$ cat src/core/ppi_pkg.sv
// Shared constants, enumerations and packed carriers for the pixel port.
// Assumes one system clock; every pin-side clock is sampled, not used as one.
//
// Behaviour
// RULE1 - Sample pixel word and qualifier each capture edge.
// RULE2 - Qualifier high discards the presented pixel word.
// RULE3 - Physical bus 32 bits narrow, 64 bits wide.
// RULE4 - Effective input width 16, 32 or 64 selectable.
// RULE5 - Demultiplex words at eight, four, two, one.
// RULE6 - Decode planar, indexed, 15-bit and 30-bit colour.
// RULE7 - Sampled blank low turns colour off after delay.
// RULE8 - Blank sequence on video clock signals flyback reset.
// RULE9 - Incoming words pass through a pixel FIFO.
// RULE10 - Auxiliary port drives eight bits and blanking.
// RULE11 - Video clock divides pixel rate, or slave input.
// RULE12 - One FIFO word per ratio pixels, safely crossed.
package ppi_pkg;

    // ------------------------------------------------------------------
    // Widths and timing
    // ------------------------------------------------------------------
    localparam int NARROW_BUS_BITS = 32;
    localparam int WIDE_BUS_BITS = 64;
    localparam int FIFO_WORDS = 8;
    localparam int BLANK_PIPE_TICKS = 8;
    localparam int FLYBACK_EDGES = 4;
    localparam int MAX_DIV_SHIFT = 4;

    // ------------------------------------------------------------------
    // Selections
    // ------------------------------------------------------------------
    localparam logic [1:0] WIDTH_16 = 2'h0;
    localparam logic [1:0] WIDTH_32 = 2'h1;
    localparam logic [1:0] WIDTH_64 = 2'h2;

    localparam logic [1:0] RATIO_8 = 2'h0;
    localparam logic [1:0] RATIO_4 = 2'h1;
    localparam logic [1:0] RATIO_2 = 2'h2;
    localparam logic [1:0] RATIO_1 = 2'h3;

    typedef enum logic [2:0] {
        MODE_PLANAR4 = 3'h0,
        MODE_INDEX8 = 3'h1,
        MODE_LUT15 = 3'h2,
        MODE_TRUE15 = 3'h3,
        MODE_LUT30 = 3'h4,
        MODE_TRUE30 = 3'h5
    } ppi_mode_type;

    typedef enum logic [1:0] {
        ST_EMPTY = 2'b01,
        ST_HOLD = 2'b10
    } ppi_state_type;

    typedef struct packed {
        logic [1:0] width_sel;
        logic [1:0] ratio_sel;
        ppi_mode_type mode;
        logic [2:0] div_shift;
        logic slave;
    } ppi_cfg_type;

    typedef struct packed {
        logic lut;
        logic [7:0] index;
        logic [9:0] red;
        logic [9:0] green;
        logic [9:0] blue;
    } ppi_pixel_type;

endpackage

$ cat src/core/ppi_top.sv
// Pixel input port: capture, FIFO, demultiplex, decode, blanking, aux port.
// Assumes the capture clock, dot clock and blank arrive asynchronously to CLK
// and are slow enough, at most a quarter of CLK, to be edge-detected.

// ----------------------------------------------------------------------
// FIFO
// ----------------------------------------------------------------------
module ppi_fifo #(
    parameter int WIDTH = 64,
    parameter int DEPTH = 8
) (
    input wire logic clk,
    input wire logic rst_n,
    input wire logic flush,
    input wire logic in_valid,
    output logic in_ready,
    input wire logic [WIDTH-1:0] in_data,
    output logic out_valid,
    input wire logic out_ready,
    output logic [WIDTH-1:0] out_data
);
    localparam int AW = $clog2(DEPTH);

    logic [WIDTH-1:0] mem [DEPTH];
    logic [AW:0] wr_ptr;
    logic [AW:0] rd_ptr;
    logic [AW:0] next_wr_ptr;
    logic [AW:0] next_rd_ptr;
    logic push;
    logic pop;

    assign in_ready = (wr_ptr - rd_ptr) != (AW+1)'(DEPTH);
    assign out_valid = wr_ptr != rd_ptr;
    assign out_data = mem[rd_ptr[AW-1:0]];
    assign push = in_valid & in_ready;
    assign pop = out_valid & out_ready;

    always_comb begin
        next_wr_ptr = wr_ptr + (AW+1)'(push);
        next_rd_ptr = rd_ptr + (AW+1)'(pop);
        if (flush) begin
            next_rd_ptr = next_wr_ptr;
        end
    end

    always_ff @(posedge clk or negedge rst_n) begin
        if (!rst_n) begin
            wr_ptr <= '0;
            rd_ptr <= '0;
        end else begin
            wr_ptr <= next_wr_ptr;
            rd_ptr <= next_rd_ptr;
        end
    end

    always_ff @(posedge clk) begin
        if (push) begin
            mem[wr_ptr[AW-1:0]] <= in_data;
        end
    end
endmodule // ppi_fifo

// ----------------------------------------------------------------------
// Top
// ----------------------------------------------------------------------
module ppi_top #(
    parameter bit WIDE = 1'b1,
    parameter int FIFO_DEPTH = ppi_pkg::FIFO_WORDS,
    parameter int PIPE_TICKS = ppi_pkg::BLANK_PIPE_TICKS
) (
    input wire logic CLK,
    input wire logic RSTN,
    input wire logic PIXEL_CAPTURE_CLOCK,
    input wire logic CAPTURE_QUALIFIER_N,
    input wire logic [(WIDE ? 64 : 32)-1:0] P,
    input wire logic BLANK_N,
    input wire logic DOT_RATE_CLOCK_IN,
    input wire ppi_pkg::ppi_cfg_type CFG,
    output logic DOT_RATE_CLOCK_OUT,
    output logic DOT_RATE_CLOCK_OE,
    output logic CAPTURE_READY,
    output logic PIXEL_VALID,
    output ppi_pkg::ppi_pixel_type PIXEL,
    output logic COLOUR_ON,
    output logic VERTICAL_FLYBACK,
    output logic [7:0] AUX_PIXEL_OUT,
    output logic AUX_OUT_CLOCK,
    output logic AUX_BLANKING_N
);
    import ppi_pkg::*;

    localparam int PW = WIDE ? WIDE_BUS_BITS : NARROW_BUS_BITS; // RULE3

    // ------------------------------------------------------------------
    // Functions
    // ------------------------------------------------------------------
    function automatic logic [63:0] mask_word(input logic [63:0] w,
                                              input logic [1:0] sel);
        case (sel)
            WIDTH_16: mask_word = {48'h0, w[15:0]};
            WIDTH_32: mask_word = {32'h0, w[31:0]};
            // Only the wide variant may open all 64 lanes.
            WIDTH_64: mask_word = WIDE ? w : {32'h0, w[31:0]};
            default: mask_word = {32'h0, w[31:0]};
        endcase
    endfunction

    function automatic logic [3:0] ratio_count(input logic [1:0] sel);
        case (sel)
            RATIO_8: ratio_count = 4'h8;
            RATIO_4: ratio_count = 4'h4;
            RATIO_2: ratio_count = 4'h2;
            default: ratio_count = 4'h1;
        endcase
    endfunction

    function automatic logic [6:0] pixel_bits(input ppi_mode_type m);
        case (m)
            MODE_PLANAR4: pixel_bits = 7'h4;
            MODE_INDEX8: pixel_bits = 7'h8;
            MODE_LUT15, MODE_TRUE15: pixel_bits = 7'h10;
            default: pixel_bits = 7'h20;
        endcase
    endfunction

    function automatic ppi_pixel_type decode(input logic [31:0] s,
                                             input ppi_mode_type m);
        ppi_pixel_type px;
        px = '0;
        case (m)
            MODE_PLANAR4: px.index = {4'h0, s[3:0]};
            MODE_INDEX8: px.index = s[7:0];
            MODE_LUT15, MODE_TRUE15: begin
                px.lut = (m == MODE_LUT15);
                px.red = {s[14:10], 5'h0};
                px.green = {s[9:5], 5'h0};
                px.blue = {s[4:0], 5'h0};
                px.index = {s[14:12], s[9:8], s[4:2]};
            end
            default: begin
                px.lut = (m == MODE_LUT30);
                px.red = s[29:20];
                px.green = s[19:10];
                px.blue = s[9:0];
                px.index = s[29:22];
            end
        endcase
        return px;
    endfunction

    // ------------------------------------------------------------------
    // Reset release and pin synchronisers
    // ------------------------------------------------------------------
    logic rst_meta;
    logic rst_n;
    logic [PW+3:0] pin_meta;
    logic [PW+3:0] pin_sync;
    logic cap_clk_prev;
    logic dot_in_prev;

    always_ff @(posedge CLK or negedge RSTN) begin
        if (!RSTN) begin
            rst_meta <= 1'b0;
            rst_n <= 1'b0;
        end else begin
            rst_meta <= 1'b1;
            rst_n <= rst_meta;
        end
    end

    // Data passes the same two stages as its capture clock, so a word is
    // taken together with the edge that launched it.
    always_ff @(posedge CLK or negedge rst_n) begin
        if (!rst_n) begin
            // Idle pin levels, so that no false edge follows reset.
            pin_meta <= {4'hc, {PW{1'b0}}};
            pin_sync <= {4'hc, {PW{1'b0}}};
            cap_clk_prev <= 1'b0;
            dot_in_prev <= 1'b0;
        end else begin
            pin_meta <= {CAPTURE_QUALIFIER_N, BLANK_N, PIXEL_CAPTURE_CLOCK,
                         DOT_RATE_CLOCK_IN, P};
            pin_sync <= pin_meta;
            cap_clk_prev <= pin_sync[PW+1];
            dot_in_prev <= pin_sync[PW];
        end
    end

    logic qual_n_s;
    logic blank_n_s;
    logic cap_edge;
    logic dot_in_edge;
    assign qual_n_s = pin_sync[PW+3];
    assign blank_n_s = pin_sync[PW+2];
    assign cap_edge = pin_sync[PW+1] & ~cap_clk_prev; // RULE1
    assign dot_in_edge = pin_sync[PW] & ~dot_in_prev;

    // ------------------------------------------------------------------
    // Capture into the FIFO
    // ------------------------------------------------------------------
    logic fifo_in_valid;
    logic [63:0] fifo_in_data;
    logic fifo_out_valid;
    logic fifo_pop;
    logic [63:0] fifo_out_data;
    logic flyback_pulse;

    assign fifo_in_valid = cap_edge & ~qual_n_s; // RULE2
    assign fifo_in_data = mask_word(64'(pin_sync[PW-1:0]), CFG.width_sel); // RULE4

    // A word that meets a full FIFO is lost; CAPTURE_READY warns the driver.
    ppi_fifo #(
        .WIDTH(64),
        .DEPTH(FIFO_DEPTH)
    ) u_fifo (
        .clk(CLK),
        .rst_n(rst_n),
        .flush(flyback_pulse),
        .in_valid(fifo_in_valid),
        .in_ready(CAPTURE_READY),
        .in_data(fifo_in_data),
        .out_valid(fifo_out_valid),
        .out_ready(fifo_pop),
        .out_data(fifo_out_data)
    ); // RULE9

    // ------------------------------------------------------------------
    // Dot-rate timing
    // ------------------------------------------------------------------
    logic [4:0] dot_cnt;
    logic dot_rate_clock_out;
    logic [2:0] div_shift;
    logic dot_rate_clock_now;
    logic video_edge;
    logic pixel_tick;

    assign div_shift = (CFG.div_shift > 3'(MAX_DIV_SHIFT))
                       ? 3'(MAX_DIV_SHIFT) : CFG.div_shift;
    assign dot_rate_clock_now = dot_cnt[div_shift]; // RULE11
    assign video_edge = CFG.slave ? dot_in_edge : (dot_rate_clock_now & ~dot_rate_clock_out);
    // The pixel rate is half of CLK so that a divide of one still toggles.
    assign pixel_tick = dot_cnt[0];

    always_ff @(posedge CLK or negedge rst_n) begin
        if (!rst_n) begin
            dot_cnt <= 5'h0;
            dot_rate_clock_out <= 1'b0;
        end else begin
            dot_cnt <= dot_cnt + 5'h1;
            dot_rate_clock_out <= dot_rate_clock_now;
        end
    end

    assign DOT_RATE_CLOCK_OUT = dot_rate_clock_out;
    assign DOT_RATE_CLOCK_OE = ~CFG.slave; // RULE11

    // ------------------------------------------------------------------
    // Demultiplexer
    // ------------------------------------------------------------------
    ppi_state_type state;
    ppi_state_type next_state;
    logic [63:0] word;
    logic [63:0] next_word;
    logic [3:0] remain;
    logic [3:0] next_remain;
    logic next_pixel_valid;
    ppi_pixel_type next_pixel;
    logic [6:0] bits;

    assign bits = pixel_bits(CFG.mode);

    always_comb begin
        next_state = state;
        next_word = word;
        next_remain = remain;
        next_pixel_valid = 1'b0;
        next_pixel = PIXEL;
        fifo_pop = 1'b0;
        case (state)
            ST_HOLD: begin
                if (pixel_tick) begin
                    next_pixel = decode(word[31:0], CFG.mode); // RULE6
                    next_pixel_valid = 1'b1;
                    next_word = word >> bits; // RULE5
                    next_remain = remain - 4'h1;
                    if (remain == 4'h1) begin
                        next_state = ST_EMPTY;
                    end
                end
            end
            ST_EMPTY: begin
                if (pixel_tick && fifo_out_valid) begin
                    fifo_pop = 1'b1; // RULE12
                    next_pixel = decode(fifo_out_data[31:0], CFG.mode);
                    next_pixel_valid = 1'b1;
                    next_word = fifo_out_data >> bits;
                    next_remain = ratio_count(CFG.ratio_sel) - 4'h1; // RULE5
                    if (next_remain != 4'h0) begin
                        next_state = ST_HOLD;
                    end
                end
            end
            default: next_state = ST_EMPTY;
        endcase
        if (flyback_pulse) begin
            next_state = ST_EMPTY;
            next_remain = 4'h0;
        end
    end

    always_ff @(posedge CLK or negedge rst_n) begin
        if (!rst_n) begin
            state <= ST_EMPTY;
            word <= 64'h0;
            remain <= 4'h0;
            PIXEL_VALID <= 1'b0;
            PIXEL <= '0;
        end else begin
            state <= next_state;
            word <= next_word;
            remain <= next_remain;
            PIXEL_VALID <= next_pixel_valid;
            PIXEL <= next_pixel;
        end
    end

    // ------------------------------------------------------------------
    // Blanking pipeline and flyback detection
    // ------------------------------------------------------------------
    logic blank_held;
    logic next_blank_held;
    logic [PIPE_TICKS-1:0] blank_pipe;
    logic [PIPE_TICKS-1:0] next_blank_pipe;
    logic [2:0] low_edges;
    logic [2:0] next_low_edges;
    logic next_flyback;

    always_comb begin
        next_blank_held = blank_held;
        next_low_edges = low_edges;
        next_flyback = 1'b0;
        if (video_edge) begin
            next_blank_held = blank_n_s; // RULE7
            if (blank_n_s) begin
                next_low_edges = 3'h0;
            end else if (low_edges != 3'(FLYBACK_EDGES)) begin
                next_low_edges = low_edges + 3'h1;
                // Fires once per flyback, then waits for blank to rise.
                next_flyback = (low_edges == 3'(FLYBACK_EDGES - 1)); // RULE8
            end
        end
        next_blank_pipe = blank_pipe;
        if (pixel_tick) begin
            next_blank_pipe = {blank_pipe[PIPE_TICKS-2:0], blank_held}; // RULE7
        end
    end

    always_ff @(posedge CLK or negedge rst_n) begin
        if (!rst_n) begin
            blank_held <= 1'b0;
            blank_pipe <= '0;
            low_edges <= 3'h0;
            flyback_pulse <= 1'b0;
        end else begin
            blank_held <= next_blank_held;
            blank_pipe <= next_blank_pipe;
            low_edges <= next_low_edges;
            flyback_pulse <= next_flyback;
        end
    end

    assign COLOUR_ON = blank_pipe[PIPE_TICKS-1];
    assign VERTICAL_FLYBACK = flyback_pulse;

    // ------------------------------------------------------------------
    // Auxiliary output port
    // ------------------------------------------------------------------
    // Data changes as the aux clock falls, so its rising edge is mid-eye.
    always_ff @(posedge CLK or negedge rst_n) begin
        if (!rst_n) begin
            AUX_PIXEL_OUT <= 8'h0;
            AUX_BLANKING_N <= 1'b0;
            AUX_OUT_CLOCK <= 1'b0;
        end else begin
            AUX_OUT_CLOCK <= ~dot_cnt[0]; // RULE10
            if (pixel_tick) begin
                AUX_PIXEL_OUT <= next_pixel.index; // RULE10
                AUX_BLANKING_N <= blank_pipe[PIPE_TICKS-1];
            end
        end
    end
endmodule // ppi_top

$ cat config.mk
export PLATFORM = sky130hd
export DESIGN_NAME = ppi_top
export DESIGN_NICKNAME = d
export VERILOG_FILES = /design/src/core/ppi_pkg.sv /design/src/core/ppi_top.sv
export SDC_FILE = /design/constraint.sdc
export NUM_CORES = 1
export LEC_CHECK = 0
export ABC_AREA = 0
export BUFFER_PORTS_ARGS = -buffer_cell sky130_fd_sc_hd__buf_2
export CAP_MARGIN = 10
export CORE_AREA = 2 2 243 245
export CTS_CLUSTER_DIAMETER = 40
export CTS_CLUSTER_SIZE = 25
export DETAILED_ROUTE_END_ITERATION = 8
export DIE_AREA = 0 0 245 247
export GPL_TIMING_DRIVEN = 0
export PLACE_DENSITY = 0.75
export SYNTH_ARGS = -nofsm -noshare
export SYNTH_HDL_FRONTEND = slang
export SYNTH_SLANG_ARGS = --single-unit
$ cat constraint.sdc
create_clock -name CLK -period 7.8 [get_ports CLK]
set_input_delay 1.17 -clock CLK [delete_from_list [all_inputs] [get_ports CLK]]
set_output_delay 1.17 -clock CLK [all_outputs]
set_load 0.02 [all_outputs]
# Word-level counts from Yosys, hierarchy flattened
# Memories as Yosys holds them, arrays and structs flattened.
# Cells that the tools add are included.
[word_totals]
in_bits = 81
regBits = 287
output_inout_bits = 55
ramBits = 512
n_memories = 1
[op_classes]
eq_ne = 20
n_mux = 42
addsub = 7
reduce_logical = 14
order_cmp = 2
n_shift = 2
n_bitwise = 12
[memory_table]
columns = ["memory", "depth", "width", "read_ports", "rd_ports_with_merged_regs", "write_ports", "line", "text"]
rows = [
  ["u_fifo.mem", 8, 64, 1, 0, 1, "ppi_top.sv:24", "logic [WIDTH-1:0] mem [DEPTH];"],
]
[ops]
columns = ["cell", "count"]
rows = [
  ["$pmux W64 S2", 2],
  ["$mux W64", 2],
  ["$shr A64 B7 Y64", 2],
  ["$pmux W30 S2", 2],
  ["$mux W39", 2],
  ["$pmux W39 S2", 1],
  ["$pmux W8 S3", 2],
  ["$mux W4", 6],
  ["$pmux W6 S3", 1],
  ["$ne A3 B3 Y1 const B", 5],
  ["$pmux W4 S3", 1],
  ["$mux W1", 10],
  ["$mux W2", 5],
  ["$eq A3 B2 Y1 const B", 3],
  ["$mux W3", 3],
  ["$add A4 B1 Y4", 2],
  ["$pmux W4 S2", 1],
  ["$sub A4 B1 Y4 const B", 2],
  ["$and A1 B1 Y1", 6],
  ["$eq A2 B2 Y1 const B", 3],
  ["$not A1 Y1", 6],
  ["$reduce_and A3 Y1", 2],
  ["$add A5 B1 Y5 const B", 1],
  ["$eq A2 B1 Y1 const B", 2],
  ["other kinds (22)", 27],
]

# Depth between registers and ports, before layout
[logic_depth]
depth_word = 10
ltp_mapped = 14
depth_no_buf = 11

# By module
# A second synthesis with hierarchy kept.
[hier_totals]
cells_unflattened = 2005
hier_area_um2 = 31954.4
[modules_own_cells]
columns = ["module", "n_inst", "area_each_um2", "cells_each", "seq_area_each_um2"]
rows = [
  ["ppi_fifo", 1, 19710.2, 929, 15574.9],
  ["ppi_top", 1, 12244.2, 1076, 6962.9],
]

# Worst setup path after synthesis
# No wires, ideal clock.
[synth_path]
path_kind = "reg-to-reg"
from = "register u_fifo.rd_ptr[1]"
to = "memory u_fifo.mem[1][0], enable pin"
slack_ps = 440
arrival_ps = 6796
period_less_slack_ps = 7360
n_path_buf = 3
stages_incl_launch_ff = 12
required_ps = 7235
path_cell_list = "dfrtp_1 buf_2 buf_2 buf_2 inv_1 ha_1 nor2b_1 o211a_1 o211ai_1 and3_1 nand2_1 nor3_1"
[synth_via]
elab_chain_cells = 5
[synth_rtl]
columns = ["element", "line", "text"]
rows = [
  ["start, declared", "ppi_top.sv:26", "logic [AW:0] rd_ptr;"],
  ["start signal, assigned", "ppi_top.sv:52", "rd_ptr <= next_rd_ptr;"],
  ["$sub A4 B4 Y4", "ppi_top.sv:32", "assign in_ready = (wr_ptr - rd_ptr) != (AW+1)'(DEPTH);"],
  ["$ne A4 B4 Y1", "ppi_top.sv:32", ""],
  ["named net CAPTURE_READY", "ppi_top.sv:81", "output logic CAPTURE_READY,"],
  ["$and A1 B1 Y1", "ppi_top.sv:35", "assign push = in_valid & in_ready;"],
  ["$mux W1", "ppi_top.sv:57", "if (push) begin"],
  ["$mux W1 (implied by the code)", "ppi_top.sv:58", "mem[wr_ptr[AW-1:0]] <= in_data;"],
  ["end, declared", "ppi_top.sv:24", ""],
]
# The timed path passes the listed nets, and every way through them passes these cells.

# Worst setup path in the final report
[layout_path]
from = "register u_fifo.rd_ptr[2]"
to = "memory u_fifo.mem[0][9], enable pin"
[layout_via]
elab_chain_cells = 5
[layout_rtl]
columns = ["element", "line"]
rows = [
  ["$sub A4 B4 Y4", "ppi_top.sv:32"],
  ["$ne A4 B4 Y1", "ppi_top.sv:32"],
  ["$and A1 B1 Y1", "ppi_top.sv:35"],
  ["$mux W1", "ppi_top.sv:57"],
  ["$mux W1 (implied by the code)", "ppi_top.sv:58"],
]
# No other way between the ends.

==> flow_metrics.env <==
export IMPL_routed_wl_mm=96.9
export IMPL_cpMaxStageDelayCell="buf_1"
export IMPL_globalplace_congestion=1.02
export IMPL_postCtsResizedCells=0
export IMPL_worst_slew_pin_slew_ns=1.12
export IMPL_clk_insertion_delay_late_ns=0.68
export IMPL_track_usage=0.328
export IMPL_muxShareOfSynthArea=0.114
export IMPL_synth_seq_cells=798
export IMPL_synth_nets=2084
export IMPL_final_cell_mix="512 x edfxtp_1, 280 x dfrtp_1, 156 x buf_2, 142 x mux2i_1, 134 x nand2_1"
export IMPL_num_rows=89
export IMPL_critPathBufInv=8
export IMPL_htreeDepth=3
export IMPL_crit_required_ns=8.17
export IMPL_yosysWarnings=0
export IMPL_slew_limit_headroom=0.251
export IMPL_vias=19800
export IMPL_fin_setup_tns_ns=0
export IMPL_crit_path_cell_trace="buf_2, inv_2, buf_1, ha_1, xor3_1, nor4_1, o211ai_1, and3_1, nand2_1, nor3_2, buf_8, buf_6, buf_6, buf_6, buf_8"
export IMPL_synth_distinct_cells=76
export IMPL_irDropWorstVdd_mv=0.211
export IMPL_gr_total_overflow=0
export IMPL_slew_viol_final=0
export IMPL_synth_compound_area_frac=0.0859
export IMPL_wl_per_cell_um=31.0
export IMPL_synth_area_per_cell_um2=15.9
export IMPL_post_cts_buffers=0
export IMPL_die_y_um=247
export IMPL_fin_nets=2355
export IMPL_grt_pass1_wl_mm=140
export IMPL_cp_top_family="buffers and inverters"
export IMPL_cts_hold_repair_buffers=0
export IMPL_grt_pass1_vias=20100
export IMPL_mostFrequentLayoutCell="edfxtp_1"
export IMPL_synth_edf_count=512
export IMPL_fin_util=0.647
export IMPL_reg2reg_to="u_fifo.mem[0][9]$_DFFE_PP_"
export IMPL_max_cap_violations=0
export IMPL_drc=0
export IMPL_r2r_start="u_fifo.rd_ptr[2]$_DFF_PN0_"
export IMPL_start_util=0.543
export IMPL_finalCritPeriodShare=0.676
export IMPL_netlist_area_mm2=0.0317
export IMPL_post_route_min_period_ns=5.27
export IMPL_cts_root_buf="clkbuf_16"
export IMPL_die_area_mm2=0.0605
export IMPL_hold_path_class="primary input to asynchronous set/reset pin"
export IMPL_place_area_mm2=0.0340
export IMPL_rsz0062_at_grt="no"
export IMPL_startpoint_type="flop"
export IMPL_crit_path_max_fanout=11
export IMPL_powerDensity_mw_per_mm2=387
export IMPL_stdcell_area_mm2=0.0377
export IMPL_dp_hpwl_mm=66.2
export IMPL_reg2reg_depth=15
export IMPL_synth_simple_area_share=0.0550
export IMPL_antenna_found_initial=0
export IMPL_synth_xor_area_frac=0.00352
export IMPL_path_clk_slew_ns=0.06
export IMPL_synth_main_ff_cell="edfxtp_1"
export IMPL_clock_path_buffers=3
export IMPL_drive_gt1_frac=0.232
export IMPL_grt_max_degree=70
export IMPL_finalSetupViolCount=0
export IMPL_ioPinCount=136
export IMPL_die_w_um=245
export IMPL_drt_initial_drc_count=2154
export IMPL_fin_skew_ns=0.0533
export IMPL_io_buffers=133
export IMPL_final_hold_viol_count=0
export IMPL_endpoint_kind="flop"
export IMPL_arrival_ns=5.65
export IMPL_ys_async_sr_fraction=0.358
export IMPL_power_leakage_nw=14.4
export IMPL_firstDrtPassIters=6
export IMPL_syn2layout_area_growth_pct=19.0
export IMPL_ant_nets=0
export IMPL_fmax_ghz=0.190
export IMPL_run_status="finished clean"
export IMPL_cts_tree="yes"
export IMPL_synth_adder_area_share=0.00593
export IMPL_synth_top_family_by_area="multiplexers"
export IMPL_crit_type="flop to flop"
export IMPL_cts_num_sinks=798
export IMPL_reg2reg_slack_ns=2.53
export IMPL_cp_common_cell="buf_6"
export IMPL_max_stage_delay_ns=0.78
export IMPL_syn_inst=1988
export IMPL_nFillCells=4056
export IMPL_cts_buffers=99
export IMPL_ys_seq_area_frac=0.712
export IMPL_routed_via_density=6.36
export IMPL_core_area_mm2=0.0582
## final cells by class
cell class                 count  area [um^2]  area share
clock buffer                 107         2540      0.0673
clock inverter                81         1130      0.0301
timing repair buffer         170         1330      0.0352
tap                          773          967      0.0257
inverter                      26         97.6     0.00259
buffer                       119          662      0.0176
antenna                        1         2.50   0.0000664
multi-input combinational   1045         8410       0.223
sequential                   798        22500       0.598
## registers in the layout, summed over array words and instances (netlist names), 3 cells and up
signal         flops
pin_sync          68
u_fifo.mem       512
u_fifo.rd_ptr      4
word              64
dot_cnt            5
AUX_PIXEL_OUT      8
u_fifo.wr_ptr      4
low_edges          3
blank_pipe         8
remain             4
PIXEL             39
pin_meta          68
## worst max-delay path by stage
stage | startpoint | endpoint | slack [ns] | cells past startpoint
final | u_fifo.rd_ptr[2]$_DFF_PN0_ | u_fifo.mem[0][9]$_DFFE_PP_ | 2.53 | 15
after global routing | u_fifo.rd_ptr[2]$_DFF_PN0_ | u_fifo.mem[0][35]$_DFFE_PP_ | 2.37 | 15
after CTS | u_fifo.rd_ptr[2]$_DFF_PN0_ | u_fifo.mem[0][35]$_DFFE_PP_ | 2.56 | 15
after detailed placement | u_fifo.rd_ptr[2]$_DFF_PN0_ | u_fifo.mem[0][37]$_DFFE_PP_ | 2.57 | 15
after global placement | u_fifo.rd_ptr[2]$_DFF_PN0_ | u_fifo.mem[1][39]$_DFFE_PP_ | -5.14 | 10
after floorplan | u_fifo.rd_ptr[1]$_DFF_PN0_ | u_fifo.mem[1][0]$_DFFE_PP_ | 0.44 | 11
## routing by layer
layer / up-vias / global-route usage / wire (um)
li1: 8275 / - / -
met1: 10200 / 0.436 / 38100
met2: 1090 / 0.508 / 44900
met3: 255 / 0.0624 / 7990
met4: 0 / 0.193 / 5880
met5: - / 0 / 0
## cell families after synthesis
family          after synthesis
other cells                   1
mux                         256
compound gates              385
buf+inv                     145
flops                       798
simple gates                377
xor+xnor                     11
fa+ha+maj                    15
## synthesized netlist by cell type, drive strengths merged (4+ instances only)
cell type	instances	area [um^2]
nand2	134	503
dfrtp	281	7030
buf	62	447
a31o	7	61.3
a21o	5	37.5
nand2b	4	25.0
nor2b	32	200
o22ai	25	156
and3	18	113
o21ai	71	355
o21a	6	45.0
a211oi	10	80.1
a22oi	58	435
o21bai	4	30.0
and2	40	250
dfstp	5	131
nor3	17	85.1
xor2	4	35.0
mux2i	142	1420
nand3	29	145
xnor2	6	52.6
a211o	6	52.6
or3	4	25.0
a22o	25	219
edfxtp	512	15400
ha	15	188
a21oi	66	330
o221a	6	67.6
inv	24	90.1
a221oi	15	169
nor2	90	338
o211ai	10	75.1
a221o	11	110
a32oi	5	43.8
a31oi	16	100
o221ai	9	78.8
clkbuf	57	215
mux2	36	405
mux4	78	1770
## report_power, final
| part | internal, W | switching [W] | total [W] |
|---|---|---|---|
| clock | 0.00289 | 0.00202 | 0.00491 |
| sequential | 0.00493 | 0.000325 | 0.00526 |
| combinational | 0.00156 | 0.00286 | 0.00441 |
| total | 0.00938 | 0.00520 | 0.0146 |
## per-stage QoR
step	instances	power (W)	setup WS [ns]	hold slack [ns]
floorplan	1988	0.00789	0.440	0.331
global placement	2894	0.00953	-5.14	0.331
detailed placement	2930	0.00962	2.57	0.335
CTS	3118	0.0145	2.56	0.259
global route	3119	0.0150	2.37	0.272
finish	3120	0.0146	2.53	0.287
No activity file was read; power rests on OpenSTA's default activity.
